## config.mk

```make
export PLATFORM = sky130hd
export DESIGN_NAME = scd_dial
export DESIGN_NICKNAME = d
export VERILOG_FILES = /design/src/include/scd_pkg.sv /design/src/scd_dial.sv
export VERILOG_INCLUDE_DIRS = /design/src /design/src/include
export SDC_FILE = /design/constraint.sdc
export NUM_CORES = 1
export LEC_CHECK = 0
export CORE_ASPECT_RATIO = 2
export CORE_UTILIZATION = 69
export DETAILED_ROUTE_END_ITERATION = 7
export DONT_BUFFER_PORTS = 1
export PLACE_DENSITY_LB_ADDON = 0.15
export SYNTH_ARGS = -nofsm -noshare
export SYNTH_HDL_FRONTEND = slang
export SYNTH_SLANG_ARGS = --single-unit
```

## constraint.sdc

```tcl
create_clock -name clk -period 18.1 [get_ports clk]
set_clock_uncertainty 0.1 [all_clocks]
set_input_delay 3.62 -clock clk [delete_from_list [all_inputs] [get_ports clk]]
set_output_delay 3.62 -clock clk [all_outputs]
set_load 0.02 [all_outputs]
```

## src/include/scd_map.svh

```systemverilog
// Register offsets, field positions, reset values and timing for the dial control block
`ifndef SCD_MAP_SVH
`define SCD_MAP_SVH
// ****************************************
// Register byte offsets
// ****************************************
`define SCD_A_CTRL 8'h00
`define SCD_A_RETRY 8'h04
`define SCD_A_WAIT 8'h08
`define SCD_A_DELAY 8'h0c
`define SCD_A_MIND 8'h10
`define SCD_A_INACT 8'h14
`define SCD_A_NUMS 8'h18
`define SCD_A_ALLOW 8'h1c
`define SCD_A_STAT 8'h20
// ****************************************
// Field positions
// ****************************************
`define SCD_F_CFG 5:0
`define SCD_F_NNUM 9:8
`define SCD_F_NALW 11:10
// ****************************************
// Reset values (times in ms)
// ****************************************
`define SCD_R_RETRY 4'h3
`define SCD_R_WAIT 20'h07530
`define SCD_R_DELAY 20'h01388
`define SCD_R_MIND 20'h2bf20
`define SCD_R_INACT 20'h0ea60
// ****************************************
// Command codes on the serial dialog
// ****************************************
`define SCD_C_CRN 8'hc1
`define SCD_C_VAL 8'h56
`define SCD_C_INC 8'h49
`define SCD_C_CFI 8'h46
// ****************************************
// Timing
// ****************************************
`define SCD_CLK_NS 20
`define SCD_MS_NS 1000000
`define SCD_GUARD_MS 20'h003e8
`endif

```

## src/include/scd_pkg.sv

```systemverilog
// Types shared by the dial control block
package scd_pkg;
	typedef struct packed {
		logic screen;
		logic pool;
		logic x21;
		logic v25;
		logic pend;
		logic en;
	} scd_cfg_t;
	typedef struct packed {
		logic rxd;
		logic dsr;
		logic cts;
		logic sclk;
	} scd_lnk_t;
	typedef enum logic [2:0] {
		S_IDLE = 3'h0,
		S_CALL = 3'h1,
		S_SEND = 3'h3,
		S_WAIT = 3'h2,
		S_UP = 3'h6,
		S_FAIL = 3'h7,
		S_DROP = 3'h5,
		S_ANS = 3'h4
	} scd_st_t;
endpackage

```

## src/scd_dial.sv

```systemverilog
// Switched circuit dial control: connection state machine, timers and dialog link
// Operation
// [RULE1] Manual adapter: connect by raising DTR, disconnect by dropping it.
// [RULE2] Manual port connects on circuit enable or only when data is pending.
// [RULE3] Data pending means a packet is held for the switched circuit.
// [RULE4] No ring indicator: manual port in pending mode never answers calls.
// [RULE5] One side pends, other enables; enable mode never drops, pend never calls. Pend mode here still calls when data is pending.
// [RULE6] Retry count, connect wait and post-failure delay are configurable.
// [RULE7] Close once no data moved either way for one inactivity period.
// [RULE8] Hold the circuit until one second before minimum connect duration.
// [RULE9] Adapter raises CTS when ready for a command dialog.
// [RULE10] Router sends a connection request carrying the number to dial.
// [RULE11] Adapter answers a valid request with VAL, meaning accepted only.
// [RULE12] Originating adapter drops CTS on answer tone, then places call.
// [RULE13] Answering adapter sends incoming indication plus caller number.
// [RULE14] Incoming call failing restrictions: drop DTR at once to reject.
// [RULE15] Circuit counts as established only once DSR is raised.
// [RULE16] V.25 bis operation is refused on X.21 ports.
// [RULE17] Pool member ports accept only pending-data-or-incoming-call mode.
// [RULE18] Screening accepts only listed caller numbers; needs caller number.
// [RULE19] When dialing a number fails, dial the next number.
// [RULE20] Pools reach at most 16 networks and hold at most three ports.
// [RULE21] After failure wait the delay, retry, give up when count exhausted.
`timescale 1ns/1ps
`include "scd_map.svh"
module scd_dial
	import scd_pkg::*;
#(
	parameter int TICK_CYC = `SCD_MS_NS / `SCD_CLK_NS,
	parameter int POOL_PORTS = 3,
	parameter int POOL_NETS = 16
) (
	// Clock and reset
	input wire logic clk,
	input wire logic rstn,
	// Register port
	input wire logic [7:0] addr,
	input wire logic [31:0] wdata,
	input wire logic wr,
	input wire logic rd,
	output logic [31:0] rdata,
	// Router side
	input wire logic pkt_pend,
	input wire logic tx_act,
	input wire logic rx_act,
	// Adapter pins
	input wire scd_lnk_t lnk,
	output logic dtr,
	output logic txd
);
	if (POOL_PORTS < 1 || POOL_PORTS > 3
		|| POOL_NETS < 1 || POOL_NETS > 16) begin : g_bad_pool
		$error("pool size out of range"); // RULE20
	end
	if (TICK_CYC < 2 || TICK_CYC > 65535) begin : g_bad_tick
		$error("tick count out of range");
	end
	// ****************************************
	// Reset release and pin synchronisers
	// ****************************************
	logic rq1_r, rsn;
	always_ff @(posedge clk or negedge rstn) begin
		if (!rstn) begin
			rq1_r <= 1'b0;
			rsn <= 1'b0;
		end else begin
			rq1_r <= 1'b1;
			rsn <= rq1_r;
		end
	end
	logic [3:0] s1_r, s2_r, s3_r, pin_r, pin_nxt;
	// Change counts only once stages two and three agree
	for (genvar i = 0; i < 4; i++) begin : g_pin
		always_comb begin
			pin_nxt[i] = (s2_r[i] == s3_r[i]) ? s3_r[i] : pin_r[i];
		end
	end
	always_ff @(posedge clk or negedge rsn) begin
		if (!rsn) begin
			s1_r <= 4'h8;
			s2_r <= 4'h8;
			s3_r <= 4'h8;
			pin_r <= 4'h8;
		end else begin
			s1_r <= lnk;
			s2_r <= s1_r;
			s3_r <= s2_r;
			pin_r <= pin_nxt;
		end
	end
	scd_lnk_t p;
	assign p = pin_r;
	logic sc_rise, sc_fall;
	assign sc_rise = pin_nxt[0] & ~pin_r[0];
	assign sc_fall = ~pin_nxt[0] & pin_r[0];
	// ****************************************
	// Registers
	// ****************************************
	scd_cfg_t cfg_r, cfg_nxt;
	logic [3:0] retry_r, retry_nxt;
	logic [19:0] wait_r, wait_nxt, dly_r, dly_nxt;
	logic [19:0] mind_r, mind_nxt, inact_r, inact_nxt;
	logic [31:0] nums_r, nums_nxt, alw_r, alw_nxt, rdata_nxt;
	logic [1:0] nnum_r, nnum_nxt, nalw_r, nalw_nxt;
	scd_st_t st_r, st_nxt;
	logic [19:0] tmr_r, tmr_nxt, age_r, age_nxt, idle_r, idle_nxt;
	logic [3:0] tries_r, tries_nxt;
	logic [1:0] nidx_r, nidx_nxt;
	logic gup_r, gup_nxt, cfg_err, tick;
	logic [15:0] pre_r, pre_nxt;
	logic [16:0] tsh_r, tsh_nxt;
	logic [4:0] tcnt_r, tcnt_nxt, rcnt_r, rcnt_nxt;
	logic [15:0] rsh_r, rsh_nxt;
	logic rvld, tx_go;
	function automatic logic listed(input logic [7:0] num, input logic [31:0] tbl,
		input logic [1:0] n);
		logic hit;
		hit = 1'b0;
		for (int k = 0; k < 4; k++) begin
			if (k <= int'(n) && tbl[k*8 +: 8] == num) begin
				hit = 1'b1;
			end
		end
		return hit;
	endfunction
	always_comb begin
		cfg_nxt = cfg_r;
		retry_nxt = retry_r;
		wait_nxt = wait_r;
		dly_nxt = dly_r;
		mind_nxt = mind_r;
		inact_nxt = inact_r;
		nums_nxt = nums_r;
		alw_nxt = alw_r;
		nnum_nxt = nnum_r;
		nalw_nxt = nalw_r;
		rdata_nxt = 32'h0;
		if (wr) begin
			if (addr == `SCD_A_CTRL) begin
				cfg_nxt = wdata[`SCD_F_CFG];
				nnum_nxt = wdata[`SCD_F_NNUM];
				nalw_nxt = wdata[`SCD_F_NALW];
			end else if (addr == `SCD_A_RETRY) begin
				retry_nxt = wdata[3:0];
			end else if (addr == `SCD_A_WAIT) begin
				wait_nxt = wdata[19:0];
			end else if (addr == `SCD_A_DELAY) begin
				dly_nxt = wdata[19:0];
			end else if (addr == `SCD_A_MIND) begin
				mind_nxt = wdata[19:0];
			end else if (addr == `SCD_A_INACT) begin
				inact_nxt = wdata[19:0];
			end else if (addr == `SCD_A_NUMS) begin
				nums_nxt = wdata;
			end else if (addr == `SCD_A_ALLOW) begin
				alw_nxt = wdata;
			end
		end
		if (rd) begin
			if (addr == `SCD_A_CTRL) begin
				rdata_nxt = {20'h0, nalw_r, nnum_r, 2'h0, cfg_r};
			end else if (addr == `SCD_A_RETRY) begin
				rdata_nxt = {28'h0, retry_r};
			end else if (addr == `SCD_A_WAIT) begin
				rdata_nxt = {12'h0, wait_r};
			end else if (addr == `SCD_A_DELAY) begin
				rdata_nxt = {12'h0, dly_r};
			end else if (addr == `SCD_A_MIND) begin
				rdata_nxt = {12'h0, mind_r};
			end else if (addr == `SCD_A_INACT) begin
				rdata_nxt = {12'h0, inact_r};
			end else if (addr == `SCD_A_NUMS) begin
				rdata_nxt = nums_r;
			end else if (addr == `SCD_A_ALLOW) begin
				rdata_nxt = alw_r;
			end else if (addr == `SCD_A_STAT) begin
				rdata_nxt = {18'h0, gup_r, cfg_err, dtr, p.dsr, p.cts, tries_r,
					nidx_r, st_r};
			end
		end
	end
	// ****************************************
	// Connection state machine
	// ****************************************
	// Refused setups keep the port idle rather than half working
	assign cfg_err = (cfg_r.v25 & cfg_r.x21) // RULE16
		| (cfg_r.pool & ~(cfg_r.v25 & cfg_r.pend)); // RULE17
	assign tick = (pre_r == 16'(TICK_CYC - 1));
	logic start, inc_ok, inc_in, rx_cfi, hold_ok;
	assign start = cfg_r.en & ~cfg_err & ~gup_r & (~cfg_r.pend | pkt_pend); // RULE2 RULE3
	assign inc_in = rvld & (rsh_r[15:8] == `SCD_C_INC);
	// No caller number means screening cannot pass the call
	assign inc_ok = ~cfg_r.screen | ((rsh_r[7:0] != 8'h0)
		& listed(rsh_r[7:0], alw_r, nalw_r)); // RULE18
	assign rx_cfi = rvld & (rsh_r[15:8] == `SCD_C_CFI);
	// One spare bit so a saturated age cannot wrap past the guard
	assign hold_ok = ({1'b0, age_r} + 21'(`SCD_GUARD_MS) >= {1'b0, mind_r}); // RULE8
	always_comb begin
		st_nxt = st_r;
		tries_nxt = tries_r;
		nidx_nxt = nidx_r;
		gup_nxt = gup_r;
		tx_go = 1'b0;
		if (wr && addr == `SCD_A_CTRL) begin
			gup_nxt = 1'b0;
		end
		case (st_r)
			S_IDLE: begin
				if (start) begin
					st_nxt = S_CALL;
				end else if (cfg_r.en && cfg_r.v25 && !cfg_err && inc_in) begin
					st_nxt = inc_ok ? S_ANS : S_DROP; // RULE14 RULE4
				end
			end
			S_CALL: begin
				if (!cfg_r.v25) begin
					st_nxt = S_WAIT; // RULE1
				end else if (p.cts) begin
					st_nxt = S_SEND;
					tx_go = 1'b1; // RULE10
				end else if (tick && tmr_r >= wait_r) begin
					st_nxt = S_FAIL;
				end
			end
			S_SEND: begin
				if (tcnt_r == 5'h0 && !tx_go) begin
					st_nxt = S_WAIT;
				end
			end
			S_WAIT: begin
				if (p.dsr) begin
					st_nxt = S_UP; // RULE15
				end else if (rx_cfi || (tick && tmr_r >= wait_r)) begin
					st_nxt = S_FAIL; // RULE6
				end
			end
			S_ANS: begin
				if (p.dsr) begin
					st_nxt = S_UP; // RULE15
				end else if (tick && tmr_r >= wait_r) begin
					st_nxt = S_DROP;
				end
			end
			S_UP: begin
				tries_nxt = 4'h0;
				if (!p.dsr || !cfg_r.en || cfg_err) begin
					st_nxt = S_DROP;
				end else if (cfg_r.pend && idle_r >= inact_r && hold_ok) begin
					st_nxt = S_DROP; // RULE7 RULE5
				end
			end
			S_FAIL: begin
				if (tick && tmr_r >= dly_r) begin
					if (tries_r >= retry_r) begin
						st_nxt = S_IDLE;
						gup_nxt = 1'b1; // RULE21
					end else begin
						st_nxt = S_CALL;
						tries_nxt = tries_r + 4'h1;
						nidx_nxt = (nidx_r >= nnum_r) ? 2'h0 : nidx_r + 2'h1; // RULE19
					end
				end
			end
			default: begin
				// A reject dip lasts at least one full tick so the adapter can see it
				if (tick && tmr_r != 20'h0) begin
					st_nxt = S_IDLE;
				end
			end
		endcase
	end
	// DTR drops in fail and drop states; a V.25 bis port keeps it up to hear calls
	always_comb begin
		dtr = 1'b0;
		if (st_r == S_CALL || st_r == S_SEND || st_r == S_WAIT || st_r == S_UP
			|| st_r == S_ANS) begin
			dtr = 1'b1; // RULE1
		end else if (st_r == S_IDLE) begin
			dtr = cfg_r.v25 & cfg_r.en & ~cfg_err;
		end
	end
	always_comb begin
		pre_nxt = tick ? 16'h0 : pre_r + 16'h1;
		tmr_nxt = (st_nxt != st_r) ? 20'h0 : (tick ? tmr_r + 20'h1 : tmr_r);
		age_nxt = (st_r != S_UP) ? 20'h0 : ((tick && age_r != 20'hfffff) ? age_r + 20'h1 : age_r);
		idle_nxt = (st_r != S_UP || tx_act || rx_act) ? 20'h0 // RULE7
			: ((tick && idle_r != 20'hfffff) ? idle_r + 20'h1 : idle_r);
	end
	// ****************************************
	// Dialog link: start bit then code and number, MSB first
	// ****************************************
	always_comb begin
		tsh_nxt = tsh_r;
		tcnt_nxt = tcnt_r;
		if (tx_go) begin
			tsh_nxt = {1'b0, `SCD_C_CRN, nums_r[nidx_r*8 +: 8]}; // RULE10
			tcnt_nxt = 5'h11;
		end else if (sc_fall && tcnt_r != 5'h0) begin
			tsh_nxt = {tsh_r[15:0], 1'b1};
			tcnt_nxt = tcnt_r - 5'h1;
		end
		rsh_nxt = rsh_r;
		rcnt_nxt = rcnt_r;
		if (sc_rise) begin
			if (rcnt_r == 5'h0) begin
				rcnt_nxt = p.rxd ? 5'h0 : 5'h10;
			end else begin
				rsh_nxt = {rsh_r[14:0], p.rxd};
				rcnt_nxt = rcnt_r - 5'h1;
			end
		end
	end
	logic rdone_r;
	always_ff @(posedge clk or negedge rsn) begin
		if (!rsn) begin
			cfg_r <= '0;
			retry_r <= `SCD_R_RETRY;
			wait_r <= `SCD_R_WAIT;
			dly_r <= `SCD_R_DELAY;
			mind_r <= `SCD_R_MIND;
			inact_r <= `SCD_R_INACT;
			nums_r <= 32'h0;
			alw_r <= 32'h0;
			nnum_r <= 2'h0;
			nalw_r <= 2'h0;
			rdata <= 32'h0;
			st_r <= S_IDLE;
			tries_r <= 4'h0;
			nidx_r <= 2'h0;
			gup_r <= 1'b0;
			pre_r <= 16'h0;
			tmr_r <= 20'h0;
			age_r <= 20'h0;
			idle_r <= 20'h0;
			tsh_r <= 17'h1ffff;
			tcnt_r <= 5'h0;
			rsh_r <= 16'h0;
			rcnt_r <= 5'h0;
			rdone_r <= 1'b0;
			txd <= 1'b1;
		end else begin
			cfg_r <= cfg_nxt;
			retry_r <= retry_nxt;
			wait_r <= wait_nxt;
			dly_r <= dly_nxt;
			mind_r <= mind_nxt;
			inact_r <= inact_nxt;
			nums_r <= nums_nxt;
			alw_r <= alw_nxt;
			nnum_r <= nnum_nxt;
			nalw_r <= nalw_nxt;
			rdata <= rdata_nxt;
			st_r <= st_nxt;
			tries_r <= tries_nxt;
			nidx_r <= nidx_nxt;
			gup_r <= gup_nxt;
			pre_r <= pre_nxt;
			tmr_r <= tmr_nxt;
			age_r <= age_nxt;
			idle_r <= idle_nxt;
			tsh_r <= tsh_nxt;
			tcnt_r <= tcnt_nxt;
			rsh_r <= rsh_nxt;
			rcnt_r <= rcnt_nxt;
			rdone_r <= sc_rise & (rcnt_r == 5'h1);
			txd <= (tcnt_nxt != 5'h0) ? tsh_nxt[16] : 1'b1;
		end
	end
	assign rvld = rdone_r;
endmodule

```

==> results of run 1 <==
==> per-layer routing <==
metal | track usage (%) | part of all wire, %
met1 | 41.34 | 34
met2 | 67.88 | 49
met3 | 9.583 | 6.4
met4 | 37.22 | 11
met5 | 0 | 0.027
==> power by group <==
| group | leakage (nW) | switching, W | internal, W |
|---|---|---|---|
| sequential | 4.44 | 0.0000765 | 0.000821 |
| combinational | 4.02 | 0.000156 | 0.000101 |
| clock | 0.499 | 0.000295 | 0.000387 |
| total | 8.96 | 0.000528 | 0.00131 |
==> cells in the mapped netlist (3+ instances only) <==
cell	instances	area, um^2
mux2i_1	45	450.4
maj3_1	4	40.04
and4_1	8	70.07
a31oi_1	17	106.4
mux4_2	8	180.2
a21oi_1	87	435.4
o22ai_1	7	43.79
o21a_1	8	60.06
dfrtp_1	287	7182
nor2_1	126	473.0
ha_1	96	1201
nor4b_1	3	26.28
a222oi_1	3	30.03
and3_1	24	150.1
nand2b_1	10	62.56
inv_1	108	405.4
nor3_1	20	100.1
a211o_1	4	35.03
a21o_1	15	112.6
o211ai_1	20	150.1
nor4_1	18	112.6
nor4bb_1	4	40.04
buf_2	6	30.03
o221ai_1	5	43.79
a22o_1	5	43.79
or3_1	11	68.82
a211oi_2	5	62.56
a221oi_1	11	96.34
mux2_2	174	1959
a211oi_1	12	90.09
buf_1	11	41.29
and2_1	14	87.58
clkbuf_1	60	225.2
nand3_1	53	265.3
o21ai_0	35	175.2
nor2b_1	7	43.79
xnor2_1	42	367.9
nand2_1	119	446.7
xor2_1	74	648.1
a22oi_1	6	45.04
nand4_1	32	200.2
dfstp_2	52	1366
==> cell type report <==
type / count / share of cell area [%]
tap: 340 / 2.198
clock buffer: 40 / 4.389
clock inverter: 16 / 1.028
timing repair buffer: 17 / 0.6593
inverter: 108 / 2.094
multi-input combinational: 1165 / 45.45
sequential: 339 / 44.18
==> through the flow <==
step	power, W	instances
after floorplan	0.001075	1691
after global placement	0.001145	1969
after detailed placement	0.001158	1969
after CTS	0.001835	2025
after global routing	0.001899	2025
final	0.001838	2025
==> state kept, by name, summed over array words and instances (netlist names), 5 cells and up <==
name	cells
alw_r	32
nums_r	32
rdata	32
age_r	20
dly_r	20
idle_r	20
inact_r	20
mind_r	20
tmr_r	20
wait_r	20
tsh_r	17
pre_r	16
rsh_r	16
cfg_r	6
rcnt_r	5
tcnt_r	5
==> final timing paths <==
check	to	start	depth (start not counted)	slack, ps
min in group asynchronous	tmr_r[16]$_DFFE_PN0P_	rsn$_DFF_PN0_	0	270
hold / removal	s2_r[0]$_DFF_PN0_	s1_r[0]$_DFF_PN0_	0	250
max in group asynchronous	rsn$_DFF_PN0_	rstn	0	15200
setup / recovery	dtr	cfg_r[1]$_DFFE_PN0P_	3	11600
hold reg to reg	s2_r[0]$_DFF_PN0_	s1_r[0]$_DFF_PN0_	0	250
setup reg to reg	tmr_r[2]$_DFFE_PN0P_	age_r[6]$_DFFE_PN0P_	13	13000
==> cells by family after synthesis <==
family / after synthesis
xor+xnor: 116
simple gates: 459
compound gates: 262
buf+inv: 187
flops: 339
fa+ha+maj: 100
mux: 227
other cells: 1
==> out/summary.txt, run 1 <==
status - finished clean
Detail Route Antenna Nets - 0
width of the die - 116.4 um
DRC violation count after routing - 0
Post-Place Setup Slack - 11480 ps
Placeable Area - 0.02565 mm^2
weighted congestion at the end of routability-driven global placement - 1.099
initial core utilization - 70.45%
Layout Utilization - 75.46%
number of instances in the synthesized netlist - 1691
post-synth design cell area - 0.01807 mm^2
combinational family with the most area after synthesis - multiplexers
number of I/O port buffers - 0
count of final setup violators - 0
sequential-to-total area share from yosys stat - 47.30%
count of synthesis-stage warnings from yosys - 0
maximum number of pins on one net before global-route repair - 76
cell-by-cell trace of the critical path - nor2b_1, nor3_1, o21a_1
Area Growth Syn to Fin - 7.118%
min Tclk post-route - 6505 ps
Detailed Route Iter0 Violations - 882
min setup slack post-route - 11600 ps
Primary FF master, synth - dfrtp_1
wire length of the first global-routing pass - 79720 um
Detailed Place HPWL - 38430 um
arrival time of the worst setup path - 2780 ps
Post-CTS Resized - 0
post-CTS clock slew at the launch and capture registers of the worst setup and hold paths - 60 ps
number of detailed-route iterations in the first pass - 5
CTS tree - yes
PD cells - 94.93 mW/mm^2
final-layout worst hold slack - 250.8 ps
worst setup path class - register to output pin
antenna violations before repair - 1
final cycle utilization of the critical path - 35.94%
final standard cell area without fillers - 0.01936 mm^2
Sequential Area - 0.008552 mm^2
residual overflow from global routing - 0
slowest library cell on the worst path - nor3_1
top achievable clock speed - 0.1537 GHz
highest-count cells in the layout ignoring fill and taps - dfrtp_1, mux2_2, nor2_1
buffer and inverter count on the worst path - 0
average instance area after synthesis - 10.69 um^2
fraction of the mapped netlist area in compound gates - 9.520%
die extent in y - 230.9 um
largest fanout of any net on the critical path - 6
unrepaired setup endpoints after global routing - no
maximum root-to-sink buffer count - 3
number of buffers inserted to repair setup after CTS - 0
flip-flop and latch count after synthesis - 339
commonest non-fill, non-tap cell in the layout - dfrtp_1
via count of the first global-routing pass - 14110
total number of H-tree levels - 1
CP peak stage delay - 1050 ps
count of max-cap constraint violations - 0
Setup crit end kind - output pin
number of diodes added for antenna fixing - 0
die area - 0.02688 mm^2
adder and majority cell fraction of the synthesized area - 6.868%
EDFF count, synth - 0
total number of clock tree sinks - 339
critical path startpoint category - register
net count of the finished layout - 1808
per-cell routed wire length - 25.98 um
share of the synthesized netlist area taken by xor and xnor gates - 5.622%
number of pins exceeding their max-slew limit in the final report - 0
I/O pins - 85
placed inst area - 0.01831 mm^2
Rows - 83
Final Routed Wirelength - 52620 um
share of cells above drive strength 1 - 18.58%
post-route setup TNS - 0 ps
actual transition at the worst max-transition pin - 1324 ps
Lkg Pwr - 8.959 nW
path type of the worst min-delay path - register to register
worst voltage drop across the vdd grid - 127.0 uV
vias per cell - 6.598
via count - 13360
number of buffers added to fix hold violations after cts - 0
simple logic cell fraction of the synthesized area - 12.32%
clock latency of the later-clocked register in the worst-skew pair - 590 ps
portion of netlist area occupied by mux cells - 14.33%
total nets after synthesis - 1838
relative max-transition margin - 11.04%
distinct cell type count of the synthesized netlist - 68
cell family with the largest share of critical-path delay - simple AND/OR/NAND/NOR gates
multi-input combinational cell area - 0.008798 mm^2
critical path required time - 14380 ps
final hold violation count - 0
number of filler instances in the final layout - 1778
async set-or-reset flop fraction in the synthesized netlist - 100.0%
Root Buffer Master - clkbuf_16
number of buffers created by CTS - 30
overall fraction of global-route tracks in use - 40.84%
Power figures use the tool's default switching activity.
==> run 2: changes to the inputs <==
--- a/config.mk
+++ b/config.mk
@@ -7,7 +7,7 @@
 export NUM_CORES = 1
 export LEC_CHECK = 0
 export CORE_ASPECT_RATIO = 2
-export CORE_UTILIZATION = 69
+export CORE_UTILIZATION = 58
 export DETAILED_ROUTE_END_ITERATION = 7
 export DONT_BUFFER_PORTS = 1
 export PLACE_DENSITY_LB_ADDON = 0.15
==> constraint.sdc (replaced) <==
create_clock -name clk -period 5.45 [get_ports clk]
set_clock_uncertainty 0.1 [all_clocks]
set_input_delay 1.09 -clock clk [delete_from_list [all_inputs] [get_ports clk]]
set_output_delay 1.09 -clock clk [all_outputs]
set_load 0.02 [all_outputs]
==> run 2 against run 1 <==
Effect of this change:
- count of clock-buffer cells in the layout decreased by 3
- die area increased by 19%
- global-route usage fell by 7.8 points
- critical path type is now register to register
- largest cell class unchanged
- largest power group unchanged
- highest routed layer is now met4
==> out/summary.txt, run 2 (same netlist as run 1, synthesis figures left out) <==
die area - 0.03191 mm^2
number of buffers created by CTS - 31
biggest regs - alw_r x32, nums_r x32, rdata x32
Rows - 91
Detail Route Antenna Nets - 0
weighted congestion at the end of routability-driven global placement - 0.9700
count of final setup violators - 0
wire length of the first global-routing pass - 79120 um
Detailed Route Iter0 Violations - 690
share of cells above drive strength 1 - 19.01%
final standard cell area without fillers - 0.01955 mm^2
maximum number of pins on one net before global-route repair - 162
critical path required time - 5850 ps
die extent in y - 251.6 um
DRC violation count after routing - 0
total number of H-tree levels - 1
number of detailed-route iterations in the first pass - 6
net count of the finished layout - 1812
number of buffers added to fix hold violations after cts - 0
path type of the worst min-delay path - primary input to async pin
final cycle utilization of the critical path - 93.33%
min Tclk post-route - 5087 ps
via count - 13160
worst setup path class - register to register
antenna violations before repair - 1
per-cell routed wire length - 24.77 um
post-route setup TNS - 0 ps
top achievable clock speed - 0.1966 GHz
residual overflow from global routing - 0
commonest non-fill, non-tap cell in the layout - dfrtp_1
initial core utilization - 58.78%
width of the die - 126.8 um
actual transition at the worst max-transition pin - 1235 ps
worst voltage drop across the vdd grid - 369.6 uV
relative max-transition margin - 17.54%
Final Routed Wirelength - 51070 um
Setup crit end kind - register
via count of the first global-routing pass - 14050
maximum root-to-sink buffer count - 3
clock latency of the later-clocked register in the worst-skew pair - 580 ps
overall fraction of global-route tracks in use - 33.09%
Layout Utilization - 63.58%
CTS tree - yes
placed inst area - 0.01838 mm^2
PD cells - 321.0 mW/mm^2
largest fanout of any net on the critical path - 17
post-CTS clock slew at the launch and capture registers of the worst setup and hold paths - 70 ps
number of buffers inserted to repair setup after CTS - 0
Root Buffer Master - clkbuf_16
critical path startpoint category - register
total number of clock tree sinks - 339
min setup slack post-route - 363.3 ps
Lkg Pwr - 9.035 nW
Post-CTS Resized - 0
highest-count cells in the layout ignoring fill and taps - dfrtp_1, mux2_2, nor2_1
vias per cell - 6.382
arrival time of the worst setup path - 5490 ps
count of max-cap constraint violations - 0
Detailed Place HPWL - 38370 um
Area Growth Syn to Fin - 8.156%
I/O pins - 85
Post-Place Setup Slack - 460.5 ps
final hold violation count - 0
unrepaired setup endpoints after global routing - no
status - finished clean
number of I/O port buffers - 0
number of pins exceeding their max-slew limit in the final report - 0
Placeable Area - 0.03074 mm^2
-- run 2: cell types whose count changed in the layout (fill, tap and decap cells not counted), sizes merged --
cell,delta
clkinvlp,-1
diode,+1
buf,+3
inv,+1
clkbuf,-3
bufinv,+4
-- run 2: final timing paths --
path,from,end,slack [ps],cells past startpoint
worst min-delay path,rstn,rsn$_DFF_PN0_,100,0
worst min register to register,rsn$_DFF_PN0_,rsh_r[0]$_DFFE_PN0P_,240,0
max in group asynchronous,rsn$_DFF_PN0_,pre_r[8]$_DFF_PN0_,3620,1
min in group clk,s1_r[1]$_DFF_PN0_,s2_r[1]$_DFF_PN0_,250,0
worst max register to register,age_r[6]$_DFFE_PN0P_,tmr_r[2]$_DFFE_PN0P_,360,13
worst max-delay path,age_r[6]$_DFFE_PN0P_,tmr_r[2]$_DFFE_PN0P_,360,13
-- run 2: power by group --
part / switching (W) / leakage, nW / total [W] / internal (W)
logic: 0.000457 / 4.04 / 0.000787 / 0.000331
registers: 0.000280 / 4.44 / 0.00301 / 0.00273
clock network: 0.00100 / 0.560 / 0.00248 / 0.00148
total: 0.00174 / 9.04 / 0.00627 / 0.00453
-- run 2: metrics by stage --
step,hold slack [ps],instances,power (W)
2_1_floorplan,231.2,1691,0.003570
6_report,98.34,2062,0.006273
5_1_grt,77.14,2061,0.006497
4_1_cts,82.38,2061,0.006298
3_5_place_dp,236.3,2004,0.003825
3_3_place_gp,233.9,2004,0.003791
-- run 2: per-layer routing --
metal  part of all wire (%)  up-vias  track usage, %
met2                     52      463           59.78
met3                    4.6      205           4.665
met5                      0        -               0
met1                     34     6558           33.39
met4                    9.0        0           27.21
li1                       -     5933               -
-- run 2: worst max-delay path, cell delays in order (launching register included) --
cell and delay, ps:
dfrtp_1 490, or4_4 580, or3_1 420, nand2_1 190
nor2_1 80, xor2_1 150, ha_1 290, nand3_1 140
a211oi_1 70, or4_1 400, or3_4 400, a211oi_2 990
o21ai_1 390, a211oi_2 300
-- run 2: area by class of cell --
| class | instances | area [um^2] |
|---|---|---|
| inverters | 108 | 405.4 |
| well taps | 372 | 465.4 |
| diodes | 1 | 2.502 |
| clock inverters | 20 | 320.3 |
| clock buffers | 37 | 838.3 |
| flip-flops and latches | 339 | 8552 |
| repair buffers | 20 | 162.7 |
| fillers | 2481 | 11200 |
| multi-input cells | 1165 | 8798 |
==> run 3: changes to the inputs <==
--- a/config.mk
+++ b/config.mk
@@ -11,6 +11,7 @@
 export DETAILED_ROUTE_END_ITERATION = 7
 export DONT_BUFFER_PORTS = 1
 export PLACE_DENSITY_LB_ADDON = 0.15
+export RECOVER_POWER = 25
 export SYNTH_ARGS = -nofsm -noshare
 export SYNTH_HDL_FRONTEND = slang
 export SYNTH_SLANG_ARGS = --single-unit
==> run 3 against run 2 <==
Effect of this change:
- the run now ends with max-capacitance violations, max-slew violations left
- cell area shrank 0.11%
- sequential power is essentially flat
- via count decreased by 0.14%
- combinational power about the same
- non-clock buffer count unchanged
- total power shrank 0.11%
- fmax up 1.2%
- sequential cell count unchanged
- first-iteration DRC count increased by 2.6%
- critical endpoint unchanged
==> out/summary.txt, run 3 (same netlist as run 1, synthesis figures left out) <==
number of pins exceeding their max-slew limit in the final report - 267
number of I/O port buffers - 0
initial core utilization - 58.78%
post-route setup TNS - 0 ps
Rows - 91
die area - 0.03191 mm^2
via count of the first global-routing pass - 14050
final cycle utilization of the critical path - 92.20%
top achievable clock speed - 0.1990 GHz
worst setup path class - register to register
maximum root-to-sink buffer count - 3
Detail Route Antenna Nets - 0
relative max-transition margin - -45.68%
Setup crit end kind - register
path type of the worst min-delay path - primary input to async pin
Layout Utilization - 63.51%
critical path required time - 5850 ps
number of buffers inserted to repair setup after CTS - 0
via count - 13140
Register-to-Register Path Depth - 13
Post-CTS Resized - 0
antenna violations before repair - 1
CTS tree - yes
per-cell routed wire length - 24.72 um
largest fanout of any net on the critical path - 17
net count of the finished layout - 1812
PD cells - 321.0 mW/mm^2
Lkg Pwr - 9.023 nW
Placeable Area - 0.03074 mm^2
status - finished with violations
Final Routed Wirelength - 51000 um
arrival time of the worst setup path - 5420 ps
width of the die - 126.8 um
critical path startpoint category - register
maximum number of pins on one net before global-route repair - 162
biggest regs - alw_r x32, nums_r x32, rdata x32
share of cells above drive strength 1 - 18.71%
die extent in y - 251.6 um
final standard cell area without fillers - 0.01952 mm^2
I/O pins - 85
Area Growth Syn to Fin - 8.038%
count of final setup violators - 0
commonest non-fill, non-tap cell in the layout - dfrtp_1
worst setup path start - age_r[6]$_DFFE_PN0P_
Detailed Route Iter0 Violations - 708
startpoint of the worst register-to-register path - age_r[6]$_DFFE_PN0P_
weighted congestion at the end of routability-driven global placement - 0.9700
Detailed Place HPWL - 38370 um
overall fraction of global-route tracks in use - 33.09%
capture instance of the worst register-to-register path - tmr_r[2]$_DFFE_PN0P_
number of buffers created by CTS - 31
total number of H-tree levels - 1
number of buffers added to fix hold violations after cts - 0
total number of clock tree sinks - 339
placed inst area - 0.01838 mm^2
highest-count cells in the layout ignoring fill and taps - dfrtp_1, mux2_2, nor2_1
Root Buffer Master - clkbuf_16
capture point of the critical path - tmr_r[2]$_DFFE_PN0P_
residual overflow from global routing - 0
min Tclk post-route - 5025 ps
worst voltage drop across the vdd grid - 371.4 uV
violated checks - max-capacitance violations, max-slew violations
final hold violation count - 0
clock latency of the later-clocked register in the worst-skew pair - 580 ps
wire length of the first global-routing pass - 79120 um
count of max-cap constraint violations - 4
unrepaired setup endpoints after global routing - no
DRC violation count after routing - 0
actual transition at the worst max-transition pin - 2185 ps
post-CTS clock slew at the launch and capture registers of the worst setup and hold paths - 70 ps
reg-to-reg slack, setup - 430 ps
number of detailed-route iterations in the first pass - 7
vias per cell - 6.370
==> run 3: stage by stage <==
| step | cells | worst slack (ps) | hold WS (ps) | total power, W |
|---|---|---|---|---|
| 2_1_floorplan | 1691 | 1437 | 231.2 | 0.003570 |
| 3_3_place_gp | 2004 | 553.5 | 233.9 | 0.003791 |
| 3_5_place_dp | 2004 | 460.5 | 236.3 | 0.003825 |
| 4_1_cts | 2061 | 425.9 | 82.38 | 0.006298 |
| 5_1_grt | 2061 | 51.93 | 77.21 | 0.006494 |
| 6_report | 2063 | 425.2 | 96.46 | 0.006266 |
==> run 3: power breakdown <==
part           total, W  switching, W  internal, W
clock network   0.00248       0.00100      0.00148
registers       0.00300      0.000280      0.00272
logic          0.000784      0.000455     0.000329
total           0.00627       0.00173      0.00453
==> run 3: routing by layer <==
| metal | global-route usage [%] | vias to the layer above | part of all wire (%) |
|---|---|---|---|
| met5 | 0 | - | 0 |
| met4 | 27.21 | 0 | 8.9 |
| met3 | 4.665 | 197 | 4.7 |
| met2 | 59.78 | 476 | 52 |
| met1 | 33.39 | 6540 | 34 |
| li1 | - | 5928 | - |
==> run 3: cell type report <==
class | instances | area [um^2]
Clock inverter | 20 | 320.3
Clock buffer | 37 | 838.3
Antenna cell | 2 | 5.005
Multi-Input combinational cell | 1165 | 8798
Tap cell | 372 | 465.4
Fill cell | 2482 | 11220
Inverter | 108 | 405.4
Timing Repair Buffer | 20 | 142.6
Sequential cell | 339 | 8548
==> run 3: critical path, cell delays in order (launching register included) <==
cell,delay (ps)
dfrtp_1,490
or4_4,580
or3_1,420
nand2_1,190
nor2_1,80
xor2_1,150
ha_1,290
nand3_1,140
a211oi_1,70
or4_1,400
or3_4,400
a211oi_2,940
o21ai_1,380
a211oi_2,310
==> run 3: worst min path at each step <==
stage,startpoint,end,cells past startpoint
2_1_floorplan,rq1_r$_DFF_PN0_,rsn$_DFF_PN0_,0
3_3_place_gp,s1_r[1]$_DFF_PN0_,s2_r[1]$_DFF_PN0_,0
3_5_place_dp,rsn$_DFF_PN0_,rsh_r[0]$_DFFE_PN0P_,0
4_1_cts,rstn,rsn$_DFF_PN0_,0
5_1_grt,rstn,rq1_r$_DFF_PN0_,0
6_report,rstn,rsn$_DFF_PN0_,0
